===== config.mk =====
export PLATFORM = sky130hd
export DESIGN_NAME = mpspi_device_flat
export DESIGN_NICKNAME = d
export VERILOG_FILES = /design/src/rtl/mpspi_pkg.sv /design/src/rtl/mpspi_if.sv /design/src/rtl/mpspi_device.sv /design/src/flat_wrapper.sv
export SDC_FILE = /design/constraint.sdc
export NUM_CORES = 1
export LEC_CHECK = 0
export ABC_AREA = 1
export CAP_MARGIN = 15
export CORE_ASPECT_RATIO = 1.75
export CORE_UTILIZATION = 63
export DETAILED_ROUTE_END_ITERATION = 6
export DONT_BUFFER_PORTS = 1
export PLACE_DENSITY = 0.81
export SKIP_CTS_REPAIR_TIMING = 1
export SYNTH_ARGS = -nofsm -noshare
export SYNTH_HDL_FRONTEND = slang
export SYNTH_SLANG_ARGS = --single-unit
export TNS_END_PERCENT = 20

===== constraint.sdc =====
create_clock -name i_clk_sys -period 2.32 [get_ports i_clk_sys]
set_clock_uncertainty 0.05 [all_clocks]
set_input_delay 0.348 -clock i_clk_sys [delete_from_list [all_inputs] [get_ports i_clk_sys]]
set_output_delay 0.348 -clock i_clk_sys [all_outputs]
set_load 0.05 [all_outputs]

===== src/rtl/mpspi_pkg.sv =====
package mpspi_pkg;
    // Frame layout: command or status byte on top, 16 data bits below.
    localparam int FRAME_BITS = 24;
    localparam int DATA_W = 16;
    localparam int CMD_W = 8;
    localparam int CNT_W = 6;
    localparam logic [CNT_W-1:0] FRAME_COUNT = 6'h18;
    localparam int OP_HI = 23;
    localparam int OP_LO = 22;
    localparam int ADDR_HI = 21;
    localparam int ADDR_LO = 16;
    localparam logic [FRAME_BITS-1:0] STUCK_FRAME = 24'hFFFFFF;

    // Operation codes.
    localparam logic [1:0] OP_READ = 2'h0;
    localparam logic [1:0] OP_WRITE = 2'h1;
    localparam logic [1:0] OP_RDCLR = 2'h2;
    localparam logic [1:0] OP_INFO = 2'h3;

    // Register and identification addresses.
    localparam logic [5:0] ADDR_CONTROL = 6'h00;
    localparam logic [5:0] ADDR_STATUS = 6'h10;
    localparam logic [5:0] ADDR_CONFIG = 6'h3F;
    localparam logic [5:0] ADDR_ID0 = 6'h3A;
    localparam logic [5:0] ADDR_ID1 = 6'h3B;
    localparam logic [5:0] ADDR_ID2 = 6'h3C;
    localparam logic [5:0] ADDR_ID3 = 6'h3D;
    localparam logic [5:0] ADDR_FRAME_ID = 6'h3E;

    // Control register fields and writable bits.
    localparam int CTL_HS1 = 9;
    localparam int CTL_LS1 = 8;
    localparam int CTL_HS2 = 7;
    localparam int CTL_LS2 = 6;
    localparam int CTL_FWH = 4;
    localparam int CTL_FWA = 3;
    localparam int CTL_OVR = 2;
    localparam int CTL_UVR = 1;
    localparam int CTL_MODE = 0;
    localparam logic [DATA_W-1:0] CONTROL_RESET = 16'h0000;
    localparam logic [DATA_W-1:0] CONTROL_MASK = 16'h03DF;
    localparam logic [DATA_W-1:0] CONFIG_RESET = 16'h0000;
    localparam logic [DATA_W-1:0] CONFIG_MASK = 16'hFFF8;

    // Global status byte bit positions within the byte.
    localparam int GS_FLT = 7;
    localparam int GS_TF = 6;
    localparam int GS_RESET_INDICATOR = 5;
    localparam int GS_TSD = 4;
    localparam int GS_UOV = 2;
    localparam int GS_NOT_READY_FLAG = 0;
    localparam logic [CMD_W-1:0] STATUS_RESET = 8'h81;

    // Host timing: system clock period, select high time, clock half period.
    localparam int CLK_NS = 5;
    localparam int CSN_HIGH_NS = 10000;
    localparam int CSN_HIGH_CYC = (CSN_HIGH_NS + CLK_NS - 1) / CLK_NS;
    localparam int SCLK_HALF_NS = 60;
    localparam int SCLK_HALF_CYC = SCLK_HALF_NS / CLK_NS;
    localparam int GAP_W = 12;
    localparam int HALF_W = 8;
endpackage : mpspi_pkg


===== src/rtl/mpspi_if.sv =====
`timescale 1ns/10ps
interface mpspi_if;
    logic serial_clk;
    logic select_n;
    logic serial_in;
    logic serial_out;
    logic serial_out_oe_n;

    modport dev (
        input serial_clk,
        input select_n,
        input serial_in,
        output serial_out,
        output serial_out_oe_n
    );

    modport host (
        output serial_clk,
        output select_n,
        output serial_in,
        input serial_out,
        input serial_out_oe_n
    );
endinterface : mpspi_if


===== src/rtl/mpspi_device.sv =====
`timescale 1ns/10ps
module mpspi_device #(
    parameter logic [7:0] ID_HEADER = 8'h5A, // Arbitrary value.
    parameter logic [7:0] ID_PRODUCT = 8'h11, // Arbitrary value.
    parameter logic [7:0] ID_VERSION = 8'h01, // Arbitrary value.
    parameter logic [7:0] ID_CATEGORY = 8'h02, // Arbitrary value.
    parameter logic [7:0] ID_FRAME = 8'h18
) (
    input wire logic i_clk_sys,
    input wire logic i_rst_n,
    mpspi_if.dev link,
    input wire logic i_thermal_event,
    input wire logic i_supply_fault,
    input wire logic i_not_ready,
    input wire logic [mpspi_pkg::DATA_W-1:0] i_diag_event,
    output logic [mpspi_pkg::DATA_W-1:0] o_bridge_control,
    output logic [mpspi_pkg::DATA_W-1:0] o_general_configuration,
    output logic o_standby,
    output logic o_frame_done
);
    import mpspi_pkg::*;

    typedef enum logic [1:0] {
        DEV_IDLE = 2'b01,
        DEV_FRAME = 2'b10
    } mpspi_dev_e;

    mpspi_dev_e state_q;
    logic [2:0] sync1_q, sync2_q;
    logic [1:0] prev_q;
    logic [FRAME_BITS-1:0] rx_q, tx_q;
    logic [CNT_W-1:0] cnt_q;
    logic [DATA_W-1:0] ctrl_q, cfg_q, diag_q;
    logic [1:0] sel_op_q;
    logic [5:0] sel_addr_q;
    logic tf_q, reset_indicator_q, tsd_q, uov_q, not_ready_flag_q;
    logic sout_q, sout_oe_n_q, standby_q, done_q;
    logic sclk_s, csn_s, sin_s;
    logic sclk_rise, sclk_fall, csn_fall, csn_rise;
    logic frame_end, frame_ok, frame_bad, stuck, exec;
    logic [1:0] op;
    logic [5:0] addr;
    logic global_fault_flag, rdclr_hit;
    logic [CMD_W-1:0] status_byte;
    logic [DATA_W-1:0] readback;

    // All three link input pins are asynchronous to the system clock, so each passes two flops.
    always_ff @(posedge i_clk_sys or negedge i_rst_n) begin
        if (!i_rst_n) begin
            sync1_q <= 3'h4;
            sync2_q <= 3'h4;
            prev_q <= 2'h2; // Idle levels, so no false edge follows reset.
        end else begin
            sync1_q <= {link.select_n, link.serial_clk, link.serial_in};
            sync2_q <= sync1_q;
            prev_q <= sync2_q[2:1];
        end
    end

    // Edge detection looks only at the second stage and its delayed copy.
    assign csn_s = sync2_q[2];
    assign sclk_s = sync2_q[1];
    assign sin_s = sync2_q[0];
    assign sclk_rise = sclk_s & ~prev_q[0] & (state_q == DEV_FRAME);
    assign sclk_fall = ~sclk_s & prev_q[0] & (state_q == DEV_FRAME);
    assign csn_fall = prev_q[1] & ~csn_s;
    assign csn_rise = ~prev_q[1] & csn_s;
    assign frame_end = csn_rise & (state_q == DEV_FRAME);

    // Length check at the closing edge of select.
    assign frame_ok = frame_end & (cnt_q == FRAME_COUNT);
    assign frame_bad = frame_end & (cnt_q != FRAME_COUNT) & (cnt_q != '0);
    assign stuck = frame_ok & (rx_q == STUCK_FRAME);
    assign exec = frame_ok & ~stuck;
    assign op = rx_q[OP_HI:OP_LO];
    assign addr = rx_q[ADDR_HI:ADDR_LO];
    assign rdclr_hit = frame_ok & (sel_op_q == OP_RDCLR) & (sel_addr_q == ADDR_STATUS);

    // Fault flag; a cleared reset indicator counts as a failure.
    assign global_fault_flag = tf_q | ~reset_indicator_q | tsd_q | uov_q | not_ready_flag_q | (|diag_q);
    always_comb begin
        status_byte = '0;
        status_byte[GS_FLT] = global_fault_flag;
        status_byte[GS_TF] = tf_q;
        status_byte[GS_RESET_INDICATOR] = reset_indicator_q;
        status_byte[GS_TSD] = tsd_q;
        status_byte[GS_UOV] = uov_q;
        status_byte[GS_NOT_READY_FLAG] = not_ready_flag_q;
    end

    // The data half returns what the previous valid frame selected, since the
    // address is still arriving when the shifter has to be loaded.
    always_comb begin
        readback = '0;
        if (sel_op_q == OP_INFO) begin
            case (sel_addr_q)
                ADDR_ID0: readback = {8'h00, ID_HEADER};
                ADDR_ID1: readback = {8'h00, ID_PRODUCT};
                ADDR_ID2: readback = {8'h00, ID_VERSION};
                ADDR_ID3: readback = {8'h00, ID_CATEGORY};
                ADDR_FRAME_ID: readback = {8'h00, ID_FRAME};
                default: readback = '0;
            endcase
        end else begin
            case (sel_addr_q)
                ADDR_CONTROL: readback = ctrl_q;
                ADDR_STATUS: readback = diag_q;
                ADDR_CONFIG: readback = cfg_q;
                default: readback = '0;
            endcase
        end
    end

    // Frame state: opened by select falling, closed by it rising.
    always_ff @(posedge i_clk_sys or negedge i_rst_n) begin
        if (!i_rst_n) begin
            state_q <= DEV_IDLE;
        end else begin
            case (state_q)
                DEV_IDLE: if (csn_fall) state_q <= DEV_FRAME;
                DEV_FRAME: if (csn_rise) state_q <= DEV_IDLE;
                default: state_q <= DEV_IDLE;
            endcase
        end
    end

    // Receive and transmit shifters plus the clock counter; clock edges while
    // idle are ignored because the edge detects are gated by the frame state.
    always_ff @(posedge i_clk_sys or negedge i_rst_n) begin
        if (!i_rst_n) begin
            rx_q <= '0;
            tx_q <= '0;
            cnt_q <= '0;
        end else if (csn_fall) begin
            cnt_q <= '0;
        end else if (sclk_rise) begin
            rx_q <= {rx_q[FRAME_BITS-2:0], sin_s};
            if (cnt_q != '1) begin
                cnt_q <= cnt_q + 6'h01;
            end
            if (cnt_q == '0) begin
                tx_q <= {status_byte, readback};
            end
        end else if (sclk_fall && cnt_q != '0) begin
            tx_q <= {tx_q[FRAME_BITS-2:0], 1'b0};
        end
    end

    // Output pin: released while select is high, fault flag until the first clock.
    // The count still holds the last frame's value on the opening edge of select.
    always_ff @(posedge i_clk_sys or negedge i_rst_n) begin
        if (!i_rst_n) begin
            sout_q <= 1'b0;
            sout_oe_n_q <= 1'b1;
        end else if (csn_s) begin
            sout_q <= 1'b0;
            sout_oe_n_q <= 1'b1;
        end else begin
            sout_oe_n_q <= 1'b0;
            sout_q <= (csn_fall || cnt_q == '0) ? global_fault_flag : tx_q[FRAME_BITS-1];
        end
    end

    // Control register; an all-ones frame zeroes it and so drops every driver.
    always_ff @(posedge i_clk_sys or negedge i_rst_n) begin
        if (!i_rst_n) begin
            ctrl_q <= CONTROL_RESET;
        end else if (stuck) begin
            ctrl_q <= CONTROL_RESET;
        end else if (exec && op == OP_WRITE && addr == ADDR_CONTROL) begin
            ctrl_q <= rx_q[DATA_W-1:0] & CONTROL_MASK;
        end
    end

    // Configuration register; the low three bits are not implemented.
    always_ff @(posedge i_clk_sys or negedge i_rst_n) begin
        if (!i_rst_n) begin
            cfg_q <= CONFIG_RESET;
        end else if (exec && op == OP_WRITE && addr == ADDR_CONFIG) begin
            cfg_q <= rx_q[DATA_W-1:0] & CONFIG_MASK;
        end
    end

    // Selection for the next readback.
    always_ff @(posedge i_clk_sys or negedge i_rst_n) begin
        if (!i_rst_n) begin
            sel_op_q <= OP_READ;
            sel_addr_q <= ADDR_CONTROL;
        end else if (exec) begin
            sel_op_q <= op;
            sel_addr_q <= addr;
        end
    end

    // Sticky diagnosis; a new event in the clearing cycle survives.
    always_ff @(posedge i_clk_sys or negedge i_rst_n) begin
        if (!i_rst_n) begin
            diag_q <= '0;
            uov_q <= 1'b0;
        end else begin
            diag_q <= (rdclr_hit ? '0 : diag_q) | i_diag_event;
            uov_q <= (rdclr_hit ? 1'b0 : uov_q) | i_supply_fault;
        end
    end

    // Thermal flag cleared by a control write with mode at zero; set wins.
    always_ff @(posedge i_clk_sys or negedge i_rst_n) begin
        if (!i_rst_n) begin
            tsd_q <= 1'b0;
        end else if (i_thermal_event) begin
            tsd_q <= 1'b1;
        end else if (exec && op == OP_WRITE && addr == ADDR_CONTROL
                     && !rx_q[CTL_MODE]) begin
            tsd_q <= 1'b0;
        end
    end

    // Transmission error: set by a bad count, cleared by the next good frame.
    always_ff @(posedge i_clk_sys or negedge i_rst_n) begin
        if (!i_rst_n) begin
            tf_q <= 1'b0;
            reset_indicator_q <= 1'b0;
            not_ready_flag_q <= 1'b1;
        end else begin
            not_ready_flag_q <= i_not_ready;
            if (frame_bad) begin
                tf_q <= 1'b1;
            end else if (frame_ok) begin
                tf_q <= 1'b0;
            end
            if (frame_ok) begin
                reset_indicator_q <= 1'b1;
            end
        end
    end

    // User side outputs, all registered.
    always_ff @(posedge i_clk_sys or negedge i_rst_n) begin
        if (!i_rst_n) begin
            standby_q <= 1'b1;
            done_q <= 1'b0;
        end else begin
            standby_q <= ~ctrl_q[CTL_MODE];
            done_q <= frame_end;
        end
    end

    assign link.serial_out = sout_q;
    assign link.serial_out_oe_n = sout_oe_n_q;
    assign o_bridge_control = ctrl_q;
    assign o_general_configuration = cfg_q;
    assign o_standby = standby_q;
    assign o_frame_done = done_q;
endmodule : mpspi_device


===== src/flat_wrapper.sv =====
// flat-port wrapper written by rule: the top's interface ports become plain ports
module mpspi_device_flat import mpspi_pkg::*;
#(
    parameter logic [7:0] ID_HEADER = 8'h5A,                    
    parameter logic [7:0] ID_PRODUCT = 8'h11,                    
    parameter logic [7:0] ID_VERSION = 8'h01,                    
    parameter logic [7:0] ID_CATEGORY = 8'h02,                    
    parameter logic [7:0] ID_FRAME = 8'h18
)
  (i_clk_sys, i_rst_n, i_thermal_event, i_supply_fault, i_not_ready, i_diag_event, o_bridge_control, o_general_configuration, o_standby, o_frame_done, link_serial_clk, link_select_n, link_serial_in, link_serial_out, link_serial_out_oe_n);
  mpspi_if link_i ();
  input wire logic i_clk_sys;
  input wire logic i_rst_n;
  input wire logic i_thermal_event;
  input wire logic i_supply_fault;
  input wire logic i_not_ready;
  input wire logic [mpspi_pkg::DATA_W-1:0] i_diag_event;
  output logic [mpspi_pkg::DATA_W-1:0] o_bridge_control;
  output logic [mpspi_pkg::DATA_W-1:0] o_general_configuration;
  output logic o_standby;
  output logic o_frame_done;
  input wire logic [$bits(link_i.serial_clk)-1:0] link_serial_clk;
  input wire logic [$bits(link_i.select_n)-1:0] link_select_n;
  input wire logic [$bits(link_i.serial_in)-1:0] link_serial_in;
  output wire logic [$bits(link_i.serial_out)-1:0] link_serial_out;
  output wire logic [$bits(link_i.serial_out_oe_n)-1:0] link_serial_out_oe_n;
  assign link_i.serial_clk = link_serial_clk;
  assign link_i.select_n = link_select_n;
  assign link_i.serial_in = link_serial_in;
  assign link_serial_out = link_i.serial_out;
  assign link_serial_out_oe_n = link_i.serial_out_oe_n;
  mpspi_device #(.ID_HEADER(ID_HEADER), .ID_PRODUCT(ID_PRODUCT), .ID_VERSION(ID_VERSION), .ID_CATEGORY(ID_CATEGORY), .ID_FRAME(ID_FRAME)) u_core (.i_clk_sys(i_clk_sys), .i_rst_n(i_rst_n), .link(link_i), .i_thermal_event(i_thermal_event), .i_supply_fault(i_supply_fault), .i_not_ready(i_not_ready), .i_diag_event(i_diag_event), .o_bridge_control(o_bridge_control), .o_general_configuration(o_general_configuration), .o_standby(o_standby), .o_frame_done(o_frame_done));
endmodule

==> results_dict.tcl <==
set metrics [dict create \
    initial_utilization 0.644 \
    critical_path.max_fanout 26 \
    synth_seq_area_share 0.534 \
    synth.lib_cells_used.distinct 40 \
    nets 695 \
    fin_crit_sh 0.917 \
    r2r-start "u_core.cnt_q[0]" \
    synthXorXnorAreaFrac 0.00158 \
    ant_nets 0 \
    cts_h_tree_depth 4 \
    netlist_instances 642 \
    antennaDiodeCount 0 \
    start_kind "flop" \
    worst_r2r_path_depth 8 \
    layout_common_cells "183 x sky130_fd_sc_hd__nand2_1, 112 x sky130_fd_sc_hd__dfrtp_1, 67 x sky130_fd_sc_hd__inv_1" \
    grt.overflow.total 0 \
    drc_errors 0 \
    worst_setup_hold_path_clk_slew_ns 0.05 \
    worstSkewPairLatency_ns 0.42 \
    grt_setup_unrepaired "no" \
    yosysWarnings 0 \
    switchingPower_mw 1.12 \
    muxShareOfSynthArea 0 \
    io_pins 60 \
    power_per_cell_area_mw_per_mm2 837 \
    critPathRequiredTime_ns 2.56 \
    globalRouteTotalUtil 0.315 \
    synth.ff_latch_count 118 \
    totalWireLength_um 12900 \
    cts_tree "done" \
    dieHeight_um 126 \
    synth_simple_gate_area_frac 0.261 \
    wl_per_cell_um 16.2 \
    setup-tns-final_ns 0 \
    worst-slew-pin-transition_ns 0.597 \
    cts.sinks 118 \
    synth_area_in_compound_gates 0.117 \
    grt_start_max_net_pins 119 \
    power_mw 5.44 \
    top_signal_layer_used "met4" \
    comb_power_share 0.047 \
    number_of_global_route_vias_before_repair 4502 \
    port-buffer-count 0 \
    mostFrequentLayoutCell "sky130_fd_sc_hd__nand2_1" \
    hold_viol_final 118 \
    hold_slack_ns -0.427 \
    clock.fmax_ghz 0.470 \
    seq_power_share 0.414 \
    critPathArrivalTime_ns 2.37 \
    combinational_family_with_the_most_area_after_synthesis "simple AND/OR/NAND/NOR gates" \
    drt_pre_antenna_iters 5 \
    timing_worst_setup_path_type "reg2reg" \
    clk_path_buf_depth 2 \
    failed_checks "hold timing" \
    hold_path_class "in2async" \
    met1_length_um 4710 \
    synthToLayoutAreaGrowth_pct 17.1 \
    drv_slew 0 \
    report.final.setup_viol 0 \
    post-route-min-period_ns 2.13 \
    met2RoutedLength_um 6940 \
    netSwitchingFraction 0.206 \
    detailroute.via_count 4462 \
    endpoint_kind "flop" \
    grt_antenna_before_repair 0 \
    wl_met3_um 582 \
    run_status "complete, but fails checks" \
    intPower_mw 4.32 \
    number_of_maximum_capacitance_violations 0 \
    ff2ff_setup_slack_ns 0.19 \
    die_area_mm2 0.00920 \
    grt_first_pass_wirelength_um 21500 \
    avgSynthCellArea_um2 8.64 \
    drt-vias-per-instance 5.59 \
    std_cell_rows 45 \
    post-dp-hpwl_um 8520 \
    finalWeightedCongestion 0.881 \
    synth_adder_area_share 0.00451 \
    portion_of_total_power_attributed_to_the_clock_network 0.540 \
    coreArea_mm2 0.00861 \
    tritoncts.num_buffers 17 \
    power.leakage_nw 3.04 \
    vdd_drop_max_v 0.000667 \
    drt-initial-drc-count 390 \
    cts_root_buf "sky130_fd_sc_hd__clkbuf_16" \
    die_width_um 72.9 \
    netlist_area_mm2 0.00555 \
    r2r_end "u_core.o_general_configuration[5]" \
    slew-limit-headroom 0.602 \
    final_layout_size_suffix_gt1_frac 0.128 \
]
[power by group through the flow]
| stage | clock (mW) | sequential [mW] | combinational, mW |
|---|---|---|---|
| 2_1_floorplan | 0 | 2.26 | 0.206 |
| 4_1_cts | 2.95 | 2.25 | 0.223 |
| 5_1_grt | 3.05 | 2.27 | 0.287 |
| 6_report | 2.94 | 2.25 | 0.253 |
| 3_5_place_dp | 0 | 2.28 | 0.221 |
| 3_3_place_gp | 0 | 2.28 | 0.211 |
[state kept, by name, summed over array words and instances, names as in the netlist, 3 cells and up]
| name | count |
|---|---|
| u_core.rx_q | 24 |
| u_core.sel_addr_q | 6 |
| u_core.tx_q | 24 |
| u_core.diag_q | 16 |
| u_core.sync2_q | 3 |
| u_core.cnt_q | 6 |
| u_core.o_bridge_control | 9 |
| u_core.o_general_configuration | 13 |
| u_core.sync1_q | 3 |
[per-stage QoR]
step                      instances  instance area, µm²  utilization  setup slack (ns)
after floorplan                 651                5580            -             0.636
after global placement          746                5620        0.653             0.334
after detailed placement        746                5620        0.653             0.255
after CTS                       777                6290        0.730             0.193
after global routing            798                6500        0.754            0.0757
final                           798                6500        0.754             0.194
[worst max-delay path by stage]
| stage | start | endpoint | slack [ns] |
|---|---|---|---|
| final | u_core.cnt_q[0] | u_core.o_general_configuration[5] | 0.19 |
| after global routing | u_core.cnt_q[0] | u_core.o_general_configuration[15] | 0.08 |
| after CTS | u_core.cnt_q[0] | u_core.o_general_configuration[5] | 0.19 |
| after detailed placement | u_core.cnt_q[0] | u_core.o_general_configuration[5] | 0.26 |
| after global placement | u_core.cnt_q[0] | u_core.o_general_configuration[3] | 0.33 |
| after floorplan | u_core.cnt_q[0] | u_core.o_general_configuration[10] | 0.64 |
[worst max-delay path, stage by stage (launching register included)]
cell and delay (ns):
sky130_fd_sc_hd__dfrtp_1 0.41, sky130_fd_sc_hd__inv_1 0.12, sky130_fd_sc_hd__ha_1 0.22, sky130_fd_sc_hd__nand4_4 0.14
sky130_fd_sc_hd__nor2_8 0.18, sky130_fd_sc_hd__and2_4 0.25, sky130_fd_sc_hd__nand3_4 0.34, sky130_fd_sc_hd__nand2_1 0.21
sky130_fd_sc_hd__o21ai_2 0.07
[cell families (layout without fill, tap and decap cells)]
logic type	Yosys count	after routing
compound gates	104	104
buf+inv	100	130
simple gates	316	316
other cells	1	10
flops	118	118
xor+xnor	1	1
fa+ha+maj	2	2
[cells in the mapped netlist, drive strengths merged]
master / instances / share of area
nand3: 35 / 0.041
clkbuf: 4 / 0.0027
dfrtp: 112 / 0.51
dfstp: 6 / 0.028
buf: 25 / 0.030
nand3b: 1 / 0.0014
o41ai: 1 / 0.0016
xor2: 1 / 0.0016
inv: 71 / 0.048
nor4: 1 / 0.0011
o21bai: 1 / 0.0014
nor3b: 1 / 0.0014
nand2: 194 / 0.14
a22o: 3 / 0.0047
conb: 1 / 0.00068
nor2: 66 / 0.055
a31oi: 13 / 0.015
o21ai: 58 / 0.061
o21a: 1 / 0.0014
a21oi: 9 / 0.0081
nand4: 10 / 0.018
o31ai: 1 / 0.0014
a21o: 17 / 0.023
ha: 2 / 0.0045
nor3: 6 / 0.0054
or2: 1 / 0.0011
and2: 1 / 0.0016
[area by class of cell]
| type | count | area, µm² |
|---|---|---|
| repair buffers | 28 | 288 |
| fillers | 576 | 2120 |
| multi-input cells | 433 | 2170 |
| inverters | 71 | 267 |
| flip-flops and latches | 118 | 2960 |
| clock buffers | 23 | 498 |
| well taps | 117 | 146 |
| clock inverters | 8 | 168 |
[per-layer routing]
layer	up-vias	track usage
li1	2091	-
met1	2150	0.345
met5	-	0
met4	0	0.217
met3	56	0.0816
met2	165	0.522
(Power assumes the default switching activity.)
